[src/roic_pkg.sv]
// Overview of operation
// RULE1 - Crop while the bypass bit of link control is clear; bypass when set.
// RULE2 - Stretch line-valid and frame-valid until the programmed active counts run out.
// RULE3 - The four window registers are 16-bit, write-only; reads return zero.
// RULE4 - Drop the horizontal skip count of pixels at each line start (0x18).
// RULE5 - Then pass horizontal active plus one pixels per line (0x1a).
// RULE6 - Drop the vertical skip count of whole lines at each frame start (0x1c).
// RULE7 - Then pass vertical active plus one lines per frame (0x1e).
// RULE8 - Software programs zero skips and full size minus one for the whole image.
// RULE9 - Counters restart on valid rising edges; pixels valid only inside both windows.
package roic_pkg;

    localparam int ROIC_ADDR_W = 8;
    localparam int ROIC_DATA_W = 16;
    localparam int ROIC_CNT_W = 16;

    // Register offsets.
    localparam logic [ROIC_ADDR_W-1:0] ROIC_LINE_LEAD_OFS = 8'h18;
    localparam logic [ROIC_ADDR_W-1:0] ROIC_LINE_KEPT_OFS = 8'h1a;
    localparam logic [ROIC_ADDR_W-1:0] ROIC_FRAME_LEAD_OFS = 8'h1c;
    localparam logic [ROIC_ADDR_W-1:0] ROIC_FRAME_KEPT_OFS = 8'h1e;
    localparam logic [ROIC_ADDR_W-1:0] ROIC_LINK_CTRL_OFS = 8'h29;
    localparam logic [ROIC_ADDR_W-1:0] ROIC_STATUS_OFS = 8'h2a;
    localparam logic [ROIC_ADDR_W-1:0] ROIC_FRAMES_OFS = 8'h2c;

    // Field positions.
    localparam int ROIC_CTRL_BYPASS_BIT = 3;
    localparam int ROIC_STAT_LINE_BIT = 0;
    localparam int ROIC_STAT_FRAME_BIT = 1;
    localparam int ROIC_STAT_BYPASS_BIT = 2;

    // Reset values: the window passes a whole frame up to the counter range.
    localparam logic [ROIC_CNT_W-1:0] ROIC_SKIP_RST = 16'h0000;
    localparam logic [ROIC_CNT_W-1:0] ROIC_ACT_RST = 16'hffff;
    localparam logic ROIC_BYPASS_RST = 1'b0;
    localparam logic [ROIC_DATA_W-1:0] ROIC_RDATA_IDLE = 16'h0000;

endpackage

[src/roic_axis.sv]
module roic_axis
    import roic_pkg::*;
#(
    parameter int W = ROIC_CNT_W
) (
    input wire logic clock_i,
    input wire logic rst_i,
    input wire logic tick_i,
    input wire logic restart_i,
    input wire logic finish_i,
    input wire logic raw_i,
    input wire logic [W-1:0] skip_i,
    input wire logic [W-1:0] act_m1_i,
    output logic valid_o,
    output logic inwin_o
);

    typedef struct packed {
        logic [W-1:0] pos;
        logic run;
        logic last;
    } roic_axis_st_t;

    roic_axis_st_t st_reg;
    roic_axis_st_t st_next;
    logic [W-1:0] cur;
    logic [W:0] win_end;
    logic at_end;
    logic live;

    if (W < 2) begin : g_bad_width
        $error("roic_axis needs a counter of at least two bits.");
    end

    always_comb begin
        st_next = st_reg;
        live = raw_i | st_reg.run | restart_i;
        // RULE9 counter restart
        cur = restart_i ? '0 : st_reg.pos;
        win_end = {1'b0, skip_i} + {1'b0, act_m1_i};
        at_end = {1'b0, cur} >= win_end;
        inwin_o = (cur >= skip_i) && ({1'b0, cur} <= win_end);
        if (restart_i) begin
            st_next.run = 1'b1;
            st_next.pos = '0;
            st_next.last = 1'b0;
        end
        if (tick_i && live) begin
            st_next.pos = (cur == {W{1'b1}}) ? cur : cur + 1'b1;
            st_next.last = at_end;
        end
        // RULE2 stretch ends
        if (finish_i && (st_reg.run || restart_i) && ((tick_i && live) ? at_end : st_reg.last)) begin
            st_next.run = 1'b0;
        end
    end

    always_ff @(posedge clock_i) begin
        if (rst_i) begin
            st_reg <= '0;
        end else begin
            st_reg <= st_next;
        end
    end

    // RULE2 stretched valid
    assign valid_o = raw_i | st_reg.run;

endmodule // roic_axis

[src/roic_cropper.sv]
module roic_cropper
    import roic_pkg::*;
#(
    parameter int PIX_W = 8
) (
    input wire logic clock_i,
    input wire logic rst_i,
    input wire logic [ROIC_ADDR_W-1:0] addr_i,
    input wire logic [ROIC_DATA_W-1:0] wdata_i,
    input wire logic wr_i,
    input wire logic rd_i,
    output logic [ROIC_DATA_W-1:0] rdata_o,
    input wire logic pixel_clk_i,
    input wire logic line_valid_i,
    input wire logic frame_valid_i,
    input wire logic [PIX_W-1:0] pixel_data_i,
    output logic [PIX_W-1:0] pix_data_o,
    output logic pix_valid_o,
    output logic line_valid_o,
    output logic frame_valid_o
);

    localparam int SYNC_W = PIX_W + 3;

    typedef struct packed {
        logic pclk_prev;
        logic lv_prev;
        logic fv_prev;
        logic lint_prev;
        logic fint_prev;
        logic keep;
        logic [ROIC_CNT_W-1:0] line_lead_pixels;
        logic [ROIC_CNT_W-1:0] line_kept_pixels_m1;
        logic [ROIC_CNT_W-1:0] frame_lead_lines;
        logic [ROIC_CNT_W-1:0] frame_kept_lines_m1;
        logic crop_bypass;
        logic [ROIC_DATA_W-1:0] frames;
        logic [ROIC_DATA_W-1:0] rdata;
        logic [PIX_W-1:0] data;
        logic pvld;
        logic lvo;
        logic fvo;
    } roic_main_st_t;

    roic_main_st_t st_reg;
    roic_main_st_t st_next;

    logic [SYNC_W-1:0] sync_in;
    logic [SYNC_W-1:0] sync_out;
    logic pclk_s;
    logic lv_s;
    logic fv_s;
    logic [PIX_W-1:0] data_s;
    logic pix_tick;
    logic lv_rise;
    logic fv_rise;
    logic h_valid;
    logic h_inwin;
    logic v_valid;
    logic v_inwin;
    logic h_restart;
    logic v_restart;
    logic synth_line;
    logic line_end;
    logic line_now;
    logic keep_now;
    logic [ROIC_DATA_W-1:0] status_word;

    if (PIX_W < 1) begin : g_bad_pix
        $error("roic_cropper needs a pixel width of at least one.");
    end

    ////////////////////////////////////////////////////////////////////////////
    // Camera pins enter the system clock domain.
    ////////////////////////////////////////////////////////////////////////////

    assign sync_in = {pixel_clk_i, line_valid_i, frame_valid_i, pixel_data_i};

    roic_sync #(
        .W(SYNC_W)
    ) u_sync (
        .clock_i(clock_i),
        .rst_i(rst_i),
        .d_i(sync_in),
        .q_o(sync_out)
    );

    assign pclk_s = sync_out[SYNC_W-1];
    assign lv_s = sync_out[SYNC_W-2];
    assign fv_s = sync_out[SYNC_W-3];
    assign data_s = sync_out[PIX_W-1:0];

    // The pixel clock is far slower than the system clock, so each of its
    // rising edges becomes a one-cycle tick; all pins share one sync depth.
    assign pix_tick = pclk_s & ~st_reg.pclk_prev;

    ////////////////////////////////////////////////////////////////////////////
    // Window counters.
    ////////////////////////////////////////////////////////////////////////////

    // RULE9 edge detection
    assign lv_rise = lv_s & ~st_reg.lv_prev;
    assign fv_rise = fv_s & ~st_reg.fv_prev;

    // A stretched frame whose camera frame has ended gets lines of its own,
    // one after another, so the vertical count can still run out.
    assign synth_line = v_valid & ~fv_s & ~h_valid & ~line_end;
    assign h_restart = pix_tick & (lv_rise | synth_line);
    assign v_restart = pix_tick & fv_rise;
    assign line_end = pix_tick & st_reg.lint_prev & ~h_valid;

    // RULE4 leading pixels
    // RULE5 kept pixels
    roic_axis #(
        .W(ROIC_CNT_W)
    ) u_horizontal (
        .clock_i(clock_i),
        .rst_i(rst_i),
        .tick_i(pix_tick),
        .restart_i(h_restart),
        .finish_i(pix_tick),
        .raw_i(lv_s),
        .skip_i(st_reg.line_lead_pixels),
        .act_m1_i(st_reg.line_kept_pixels_m1),
        .valid_o(h_valid),
        .inwin_o(h_inwin)
    );

    // RULE6 leading lines
    // RULE7 kept lines
    roic_axis #(
        .W(ROIC_CNT_W)
    ) u_vertical (
        .clock_i(clock_i),
        .rst_i(rst_i),
        .tick_i(h_restart),
        .restart_i(v_restart),
        .finish_i(line_end),
        .raw_i(fv_s),
        .skip_i(st_reg.frame_lead_lines),
        .act_m1_i(st_reg.frame_kept_lines_m1),
        .valid_o(v_valid),
        .inwin_o(v_inwin)
    );

    assign line_now = h_valid | h_restart;
    assign keep_now = h_restart ? v_inwin : st_reg.keep;

    assign status_word = ROIC_DATA_W'({st_reg.crop_bypass, st_reg.fvo, st_reg.lvo});

    ////////////////////////////////////////////////////////////////////////////
    // Next state.
    ////////////////////////////////////////////////////////////////////////////

    always_comb begin
        st_next = st_reg;
        st_next.pclk_prev = pclk_s;
        st_next.pvld = 1'b0;
        st_next.rdata = ROIC_RDATA_IDLE;

        if (pix_tick) begin
            st_next.lv_prev = lv_s;
            st_next.fv_prev = fv_s;
            st_next.lint_prev = h_valid;
            st_next.fint_prev = v_valid;
            if (h_restart) begin
                st_next.keep = v_inwin;
            end
            st_next.data = data_s;
            if (st_reg.crop_bypass) begin
                // RULE1 bypass path
                st_next.lvo = lv_s;
                st_next.fvo = fv_s;
                st_next.pvld = lv_s & fv_s;
            end else begin
                // RULE1 cropping path
                st_next.fvo = v_valid | v_restart;
                st_next.lvo = line_now & (v_valid | v_restart);
                // RULE9 both windows
                st_next.pvld = line_now & h_inwin & keep_now & (v_valid | v_restart);
            end
            if (st_reg.fint_prev && !v_valid) begin
                st_next.frames = st_reg.frames + 1'b1;
            end
        end

        if (wr_i) begin
            case (addr_i)
                ROIC_LINE_LEAD_OFS: begin
                    st_next.line_lead_pixels = wdata_i;
                end
                ROIC_LINE_KEPT_OFS: begin
                    st_next.line_kept_pixels_m1 = wdata_i;
                end
                ROIC_FRAME_LEAD_OFS: begin
                    st_next.frame_lead_lines = wdata_i;
                end
                ROIC_FRAME_KEPT_OFS: begin
                    st_next.frame_kept_lines_m1 = wdata_i;
                end
                ROIC_LINK_CTRL_OFS: begin
                    st_next.crop_bypass = wdata_i[ROIC_CTRL_BYPASS_BIT];
                end
                default: begin
                    st_next.crop_bypass = st_reg.crop_bypass;
                end
            endcase
        end

        // RULE3 write-only window
        if (rd_i) begin
            case (addr_i)
                ROIC_LINK_CTRL_OFS: begin
                    st_next.rdata = ROIC_DATA_W'(st_reg.crop_bypass) << ROIC_CTRL_BYPASS_BIT;
                end
                ROIC_STATUS_OFS: begin
                    st_next.rdata = status_word;
                end
                ROIC_FRAMES_OFS: begin
                    st_next.rdata = st_reg.frames;
                end
                default: begin
                    st_next.rdata = ROIC_RDATA_IDLE;
                end
            endcase
        end
    end

    ////////////////////////////////////////////////////////////////////////////
    // State register.
    ////////////////////////////////////////////////////////////////////////////

    always_ff @(posedge clock_i) begin
        if (rst_i) begin
            st_reg <= '0;
            st_reg.line_lead_pixels <= ROIC_SKIP_RST;
            st_reg.line_kept_pixels_m1 <= ROIC_ACT_RST;
            st_reg.frame_lead_lines <= ROIC_SKIP_RST;
            st_reg.frame_kept_lines_m1 <= ROIC_ACT_RST;
            st_reg.crop_bypass <= ROIC_BYPASS_RST;
        end else begin
            st_reg <= st_next;
        end
    end

    assign rdata_o = st_reg.rdata;
    assign pix_data_o = st_reg.data;
    assign pix_valid_o = st_reg.pvld;
    assign line_valid_o = st_reg.lvo;
    assign frame_valid_o = st_reg.fvo;

endmodule // roic_cropper

[src/roic_sync.sv]
module roic_sync
    import roic_pkg::*;
#(
    parameter int W = 1
) (
    input wire logic clock_i,
    input wire logic rst_i,
    input wire logic [W-1:0] d_i,
    output logic [W-1:0] q_o
);

    typedef struct packed {
        logic [W-1:0] first;
        logic [W-1:0] second;
    } roic_sync_st_t;

    roic_sync_st_t st_reg;
    roic_sync_st_t st_next;

    if (W < 1) begin : g_bad_width
        $error("roic_sync needs a width of at least one.");
    end

    always_comb begin
        st_next = st_reg;
        st_next.first = d_i;
        st_next.second = st_reg.first;
    end

    always_ff @(posedge clock_i) begin
        if (rst_i) begin
            st_reg <= '0;
        end else begin
            st_reg <= st_next;
        end
    end

    assign q_o = st_reg.second;

endmodule // roic_sync

[config.mk]
export PLATFORM = sky130hd
export DESIGN_NAME = roic_cropper
export DESIGN_NICKNAME = d
export VERILOG_FILES = /design/src/roic_pkg.sv /design/src/roic_axis.sv /design/src/roic_cropper.sv /design/src/roic_sync.sv
export SDC_FILE = /design/constraint.sdc
export NUM_CORES = 1
export LEC_CHECK = 0
export BUFFER_PORTS_ARGS = -buffer_cell sky130_fd_sc_hd__buf_2
export CAP_MARGIN = 0
export CORE_MARGIN = 2
export CORE_UTILIZATION = 50
export DETAILED_ROUTE_END_ITERATION = 12
export PLACE_DENSITY = 0.83
export SETUP_SLACK_MARGIN = 0.4
export SYNTH_ARGS = -nofsm -noshare
export SYNTH_HDL_FRONTEND = slang
export SYNTH_SLANG_ARGS = --single-unit
[constraint.sdc]
create_clock -name clock_i -period 3.8 [get_ports clock_i]
set_input_delay 0.38 -clock clock_i [delete_from_list [all_inputs] [get_ports clock_i]]
set_output_delay 0.38 -clock clock_i [all_outputs]
set_load 0.05 [all_outputs]
---- Word level (Yosys, flattened, before mapping) ----
Cells that the tools add are included.
word-level totals
  register bits ........................... 172
  input port bits ......................... 39
  output and inout bits ................... 27
  word-level logic and storage cells ...... 112
operators by class
  $lt $le $gt $ge ......................... 6
  add/subtract/negate cells ............... 5
  bitwise operators ....................... 28
  reductions and logical operators ........ 24
  eq/ne operators ......................... 9
  mux-type cells .......................... 15
operators by type and width
  kind                                                              number
  16-bit 2-to-1 mux                                                 6
  16-bit by 1-bit adder with 16-bit output (second input constant)  3
  16-bit case mux with 3 select lines                               1
  18-bit 2-to-1 mux                                                 2
  16-bit by 16-bit adder with 17-bit output                         2
  16-bit by 17-bit greater-or-equal comparator with 1-bit output    2
  16-bit by 17-bit less-or-equal comparator with 1-bit output       2
  16-bit == test (second input constant)                            2
  8-bit by 5-bit == test with 1-bit output (second input constant)  4
  16-bit greater-or-equal comparator                                2
  8-bit by 6-bit == test with 1-bit output (second input constant)  3
  1-bit bitwise AND                                                 15
  2-bit AND reduction                                               6
  1-bit logical AND                                                 9
  1-bit inverter                                                    8
  2-bit OR reduction                                                4
  1-bit 2-to-1 mux                                                  5
  1-bit bitwise OR                                                  5
  2-bit nonzero test                                                2
  3-bit 2-to-1 mux                                                  1
  1-bit logical OR                                                  2
  1-bit logical NOT                                                 1

---- Depth between registers and ports, before layout ----
  depth in word-level cells ............... 15
  mapped depth ............................ 18
  mapped depth without buffers ............ 18

---- By module ----
From an unflattened synthesis, not the netlist that was laid out.
unflattened totals
  cells, all modules ...................... 1170
  area, all modules ....................... 10136.0 µm²
by module, submodules not included
  module                     area an instance (µm²)  seq. area each (µm²)  cells an instance  times used
  roic_cropper               4501.8                  2282.2                504                1
  roic_axis at u_vertical    2526.2                  360.3                 313                1
  roic_axis at u_horizontal  2467.4                  360.3                 307                1
  roic_sync                  640.6                   440.4                 46                 1

---- Worst setup path before layout ----
Ideal clock, no wire load.
  kind .................................... register -> register
  start point ............................. reg st_reg[76] (netlist name)
  end point ............................... reg u_horizontal.st_reg[1] (netlist name)
  slack ................................... 201 ps
  buffers on the path ..................... 0
  data arrival time ....................... 3519 ps
  setup time .............................. 80 ps
  stages on the path, launching flop included .. 17
  clock period less this slack ............ 3599 ps
  data required time ...................... 3720 ps
  cells stage by stage .................... dfxtp_1 ha_1 fa_1 a211oi_1 o21ai_0 a41o_1 a41o_1 o31a_1 a21o_1 ha_1 a22o_1 nor4_1 o21ai_0 nor3_1 nor2_1 o211ai_1 nor3b_1
between the ends
  longest elaborated chain between the ends .. 5
RTL lines
  what                                                            line                 text
  start, declared                                                 roic_cropper.sv:45   roic_main_st_t st_reg;
  start signal, assigned                                          roic_cropper.sv:242  st_reg <= st_next;
  16-bit by 16-bit adder with 17-bit output                       roic_axis.sv:40      win_end = {1'b0, skip_i} + {1'b0, act_m1_i};
  16-bit by 17-bit greater-or-equal comparator with 1-bit output  roic_axis.sv:41      at_end = {1'b0, cur} >= win_end;
  1-bit 2-to-1 mux                                                roic_axis.sv:53      if (finish_i && (st_reg.run || restart_i) && ((tick_i && live) ? at_end : st_reg.last)) begin
  1-bit logical AND                                               roic_axis.sv:53
  2-bit OR reduction (no source line)                             n/a
  end signal, assigned                                            roic_axis.sv:62      st_reg <= st_next;
  end, declared                                                   roic_axis.sv:24      roic_axis_st_t st_reg;
Every way passes these cells.
A chain may end at the register's enable or synchronous reset.

---- Final worst setup path ----
Ends and elaborated chain as after synthesis.

==> flow_metrics.tcl <==
set metrics [dict create \
    mostFrequentLayoutCells "dfxtp_1 (163), nand2_1 (102), nor2_1 (96), ha_1 (96), buf_2 (64)" \
    wl_per_cell_um 15.7 \
    tritoncts "yes" \
    synth_edf_count 0 \
    final_antenna_net_count 0 \
    timing.rr.end "u_horizontal.st_reg[1]$_SDFFE_PP0P_" \
    startpoint "st_reg[76]$_SDFFE_PP1P_" \
    crit_buf_inv 0 \
    min_from "pixel_data_i[5]" \
    hold_depth 2 \
    via_count 7883 \
    synth_compound_area_share_pct 13.0 \
    clock_path_buffers 2 \
    drt-total-wl_um 21900 \
    synth_xor_xnor_area_share_pct 5.60 \
    setup.worst_path.class "flip-flop to flip-flop" \
    antenna_found_initial 0 \
    path_cells "ha_4 -> fa_2 -> a211oi_4 -> o21ai_2 -> a41o_1 -> a41o_1 -> o31a_1 -> a21o_1 -> ha_4 -> a22o_1 -> nor4_2 -> o21ai_1 -> nor3_2 -> nor2_2 -> o211ai_1 -> nor3b_2" \
    multi_input_comb_area_mm2 0.00577 \
    cp_top_family "compound AO/OA/AOI/OAI gates" \
    synthMuxAreaShare_pct 3.67 \
    fin_cells 1399 \
    maxSlewViolCount 0 \
    worstPathRequired_ns 4.18 \
    worst_slew_pin_slew_ns 0.749 \
    drt-initial-drc-count 582 \
    pwr_density_cell_mw_per_mm2 340 \
    end_kind "flip-flop" \
    cp_slowest_cell "fa_2" \
    p_leak_nw 4.86 \
    ir_worst_vdd_mv 0.249 \
    relSlewSlack_pct 50.1 \
    rows 50 \
    die_area_mm2 0.0202 \
    fin_skew_ns 0.00739 \
    cts.sinks 171 \
    insertion_delay_ns 0.44 \
    dp.final_hpwl_um 15400 \
    synth_area_mm2 0.00954 \
    ys_seq_area_share_pct 35.9 \
    ctsHoldBuffers 0 \
    fp.dieW_um 142 \
    dp.cells 1353 \
    dr.pass1.iters 5 \
    initial_core_util_pct 51.0 \
    grt_pass1_wl_um 35900 \
    crit_fanout 3 \
    min_period_ns 3.80 \
    synth_seq_cells 171 \
    synth_fp_nets 1239 \
    area_growth_pct 13.8 \
    yosys.area_share.adder_pct 13.4 \
    fmax_mhz 263 \
    min_to "u_sync.st_next[5]$_SDFF_PP0_" \
    setup_viol 1 \
    port_buffers 65 \
    grt_max_degree 64 \
    syn-mean-instance-area_um2 8.68 \
    fin_tns_setup_ns -0.00124 \
    drive_gt1_share_pct 15.0 \
    cp-start-kind "flip-flop" \
    synth-main-ff-cell "dfxtp_1" \
    yosysWarnings 0 \
    synth_top_family_by_area "simple AND/OR/NAND/NOR gates" \
    async_flop_share_pct 0 \
    arrival_ns 4.18 \
    reg2reg_depth 16 \
    post_drt_via_cell_ratio 5.63 \
    track_usage_pct 21.9 \
    post-place-ws_ns -0.0585 \
    clk_pin_slew_worst_paths_ns 0.07 \
    nets 1292 \
    gp_congestion 0.876 \
    drc_errors 0 \
    worstReg2RegStart "st_reg[76]$_SDFFE_PP1P_" \
    finalHoldViolations 0 \
    dieHeight_um 142 \
    ios 66 \
    core_area_mm2 0.0187 \
    hp-class "primary input to flip-flop" \
    register_area_mm2 0.00343 \
    grt_overflow_total 0 \
    setup_ws_ns -0.00124 \
    rsz0062_at_grt "yes" \
    root_buffer "clkbuf_16" \
    largest_register_ffs 87 \
    synthCells 1099 \
    n_antenna_cell 0 \
    cts_made_buffers 17 \
    failed_checks "negative setup slack" \
    outcome "finished with violations" \
    max_stage_delay_ns 0.36 \
    final_common_cell "dfxtp_1" \
    cts_max_level 4 \
    synth_cell_types 63 \
    reg2reg_slack_ns -0.001 \
    nFillCells 1574 \
    grt_pass1_vias 7495 \
    synthSimpleGateAreaFrac_pct 23.0 \
    drv_cap 0 \
    post-route-period-util_pct 100 \
]
routing by layer:
layer / part of all wire (%) / track usage, % / vias to the layer above
met4: 3.3 / 9.95 / 0
met5: 0 / 0 / -
met3: 4.4 / 4.24 / 56
met2: 47 / 36.4 / 216
li1: - / - / 3903
met1: 45 / 27.6 / 3708
cells in the mapped netlist (all sizes together) (6+ instances only):
| cell | count | share of area (%) |
|---|---|---|
| a211oi | 6 | 0.47 |
| nor2b | 46 | 3.0 |
| and3 | 13 | 0.85 |
| nand2b | 12 | 0.79 |
| or3 | 9 | 0.59 |
| o21ai | 35 | 1.9 |
| dfxtp | 171 | 36 |
| nor4 | 7 | 0.46 |
| nand4 | 13 | 0.85 |
| nand2 | 104 | 4.1 |
| clkbuf | 34 | 1.3 |
| inv | 51 | 2.0 |
| o21a | 7 | 0.55 |
| a211o | 17 | 1.6 |
| and2 | 39 | 2.6 |
| nand3 | 30 | 1.6 |
| nor3 | 21 | 1.1 |
| buf | 27 | 2.0 |
| mux2i | 35 | 3.7 |
| ha | 99 | 13 |
| o211ai | 9 | 0.76 |
| nand3b | 19 | 1.5 |
| a21oi | 58 | 3.0 |
| nor2 | 97 | 3.8 |
| a21o | 19 | 1.5 |
| xnor2 | 31 | 2.8 |
| xor2 | 30 | 2.8 |
worst reg2reg max path, cell delays in order (launching register included):
cell,delay (ns)
dfxtp_2,0.34
ha_4,0.16
fa_2,0.37
a211oi_4,0.27
o21ai_2,0.11
a41o_1,0.22
a41o_1,0.21
o31a_1,0.25
a21o_1,0.19
ha_4,0.22
a22o_1,0.23
nor4_2,0.28
o21ai_1,0.15
nor3_2,0.21
nor2_2,0.08
o211ai_1,0.25
nor3b_2,0.20
repair_timing:
item | CTS | global route
gates resized for setup | 25 | 19
setup endpoints to repair | 6 | 12
buffers inserted | 11 | 3
pin swaps | 13 | 10
worst max-delay path by stage:
stage                     depth (start not counted)                                  end
after floorplan                                  16  u_horizontal.st_reg[1]$_SDFFE_PP0P_
after global placement                           16  u_horizontal.st_reg[1]$_SDFFE_PP0P_
after detailed placement                         16  u_horizontal.st_reg[1]$_SDFFE_PP0P_
after CTS                                        16  u_horizontal.st_reg[1]$_SDFFE_PP0P_
after global routing                             18    u_vertical.st_reg[1]$_SDFFE_PP0P_
final                                            16  u_horizontal.st_reg[1]$_SDFFE_PP0P_
through the flow:
stage | util, % | total power [mW] | cell area [µm²] | hold slack [ns]
after floorplan | - | 1.93 | 9560 | 0.414
after global placement | 53.4 | 1.98 | 9980 | 0.415
after detailed placement | 53.4 | 1.98 | 9980 | 0.429
after CTS | 57.5 | 3.70 | 10800 | 0.135
after global routing | 58.0 | 3.80 | 10900 | 0.142
final | 58.0 | 3.69 | 10900 | 0.144
kinds of logic after synthesis:
| group | count (synthesis) |
|---|---|
| simple gates | 431 |
| xor+xnor | 61 |
| fa+ha+maj | 101 |
| mux | 35 |
| compound gates | 188 |
| flops | 171 |
| buf+inv | 112 |
final cells by class:
type	count	area share [%]
sequential	171	31.6
multi-input combinational	816	53.2
clock inverter	15	1.64
tap	234	2.70
timing repair buffer	95	5.13
inverter	51	1.76
clock buffer	17	3.92
report_power, final:
part           total [mW]  internal, mW  switching (mW)
registers            1.81          1.81         0.00747
logic               0.134        0.0498          0.0840
clock network        1.75         0.887           0.858
Note: power is estimated with default switching activity, not from simulation.
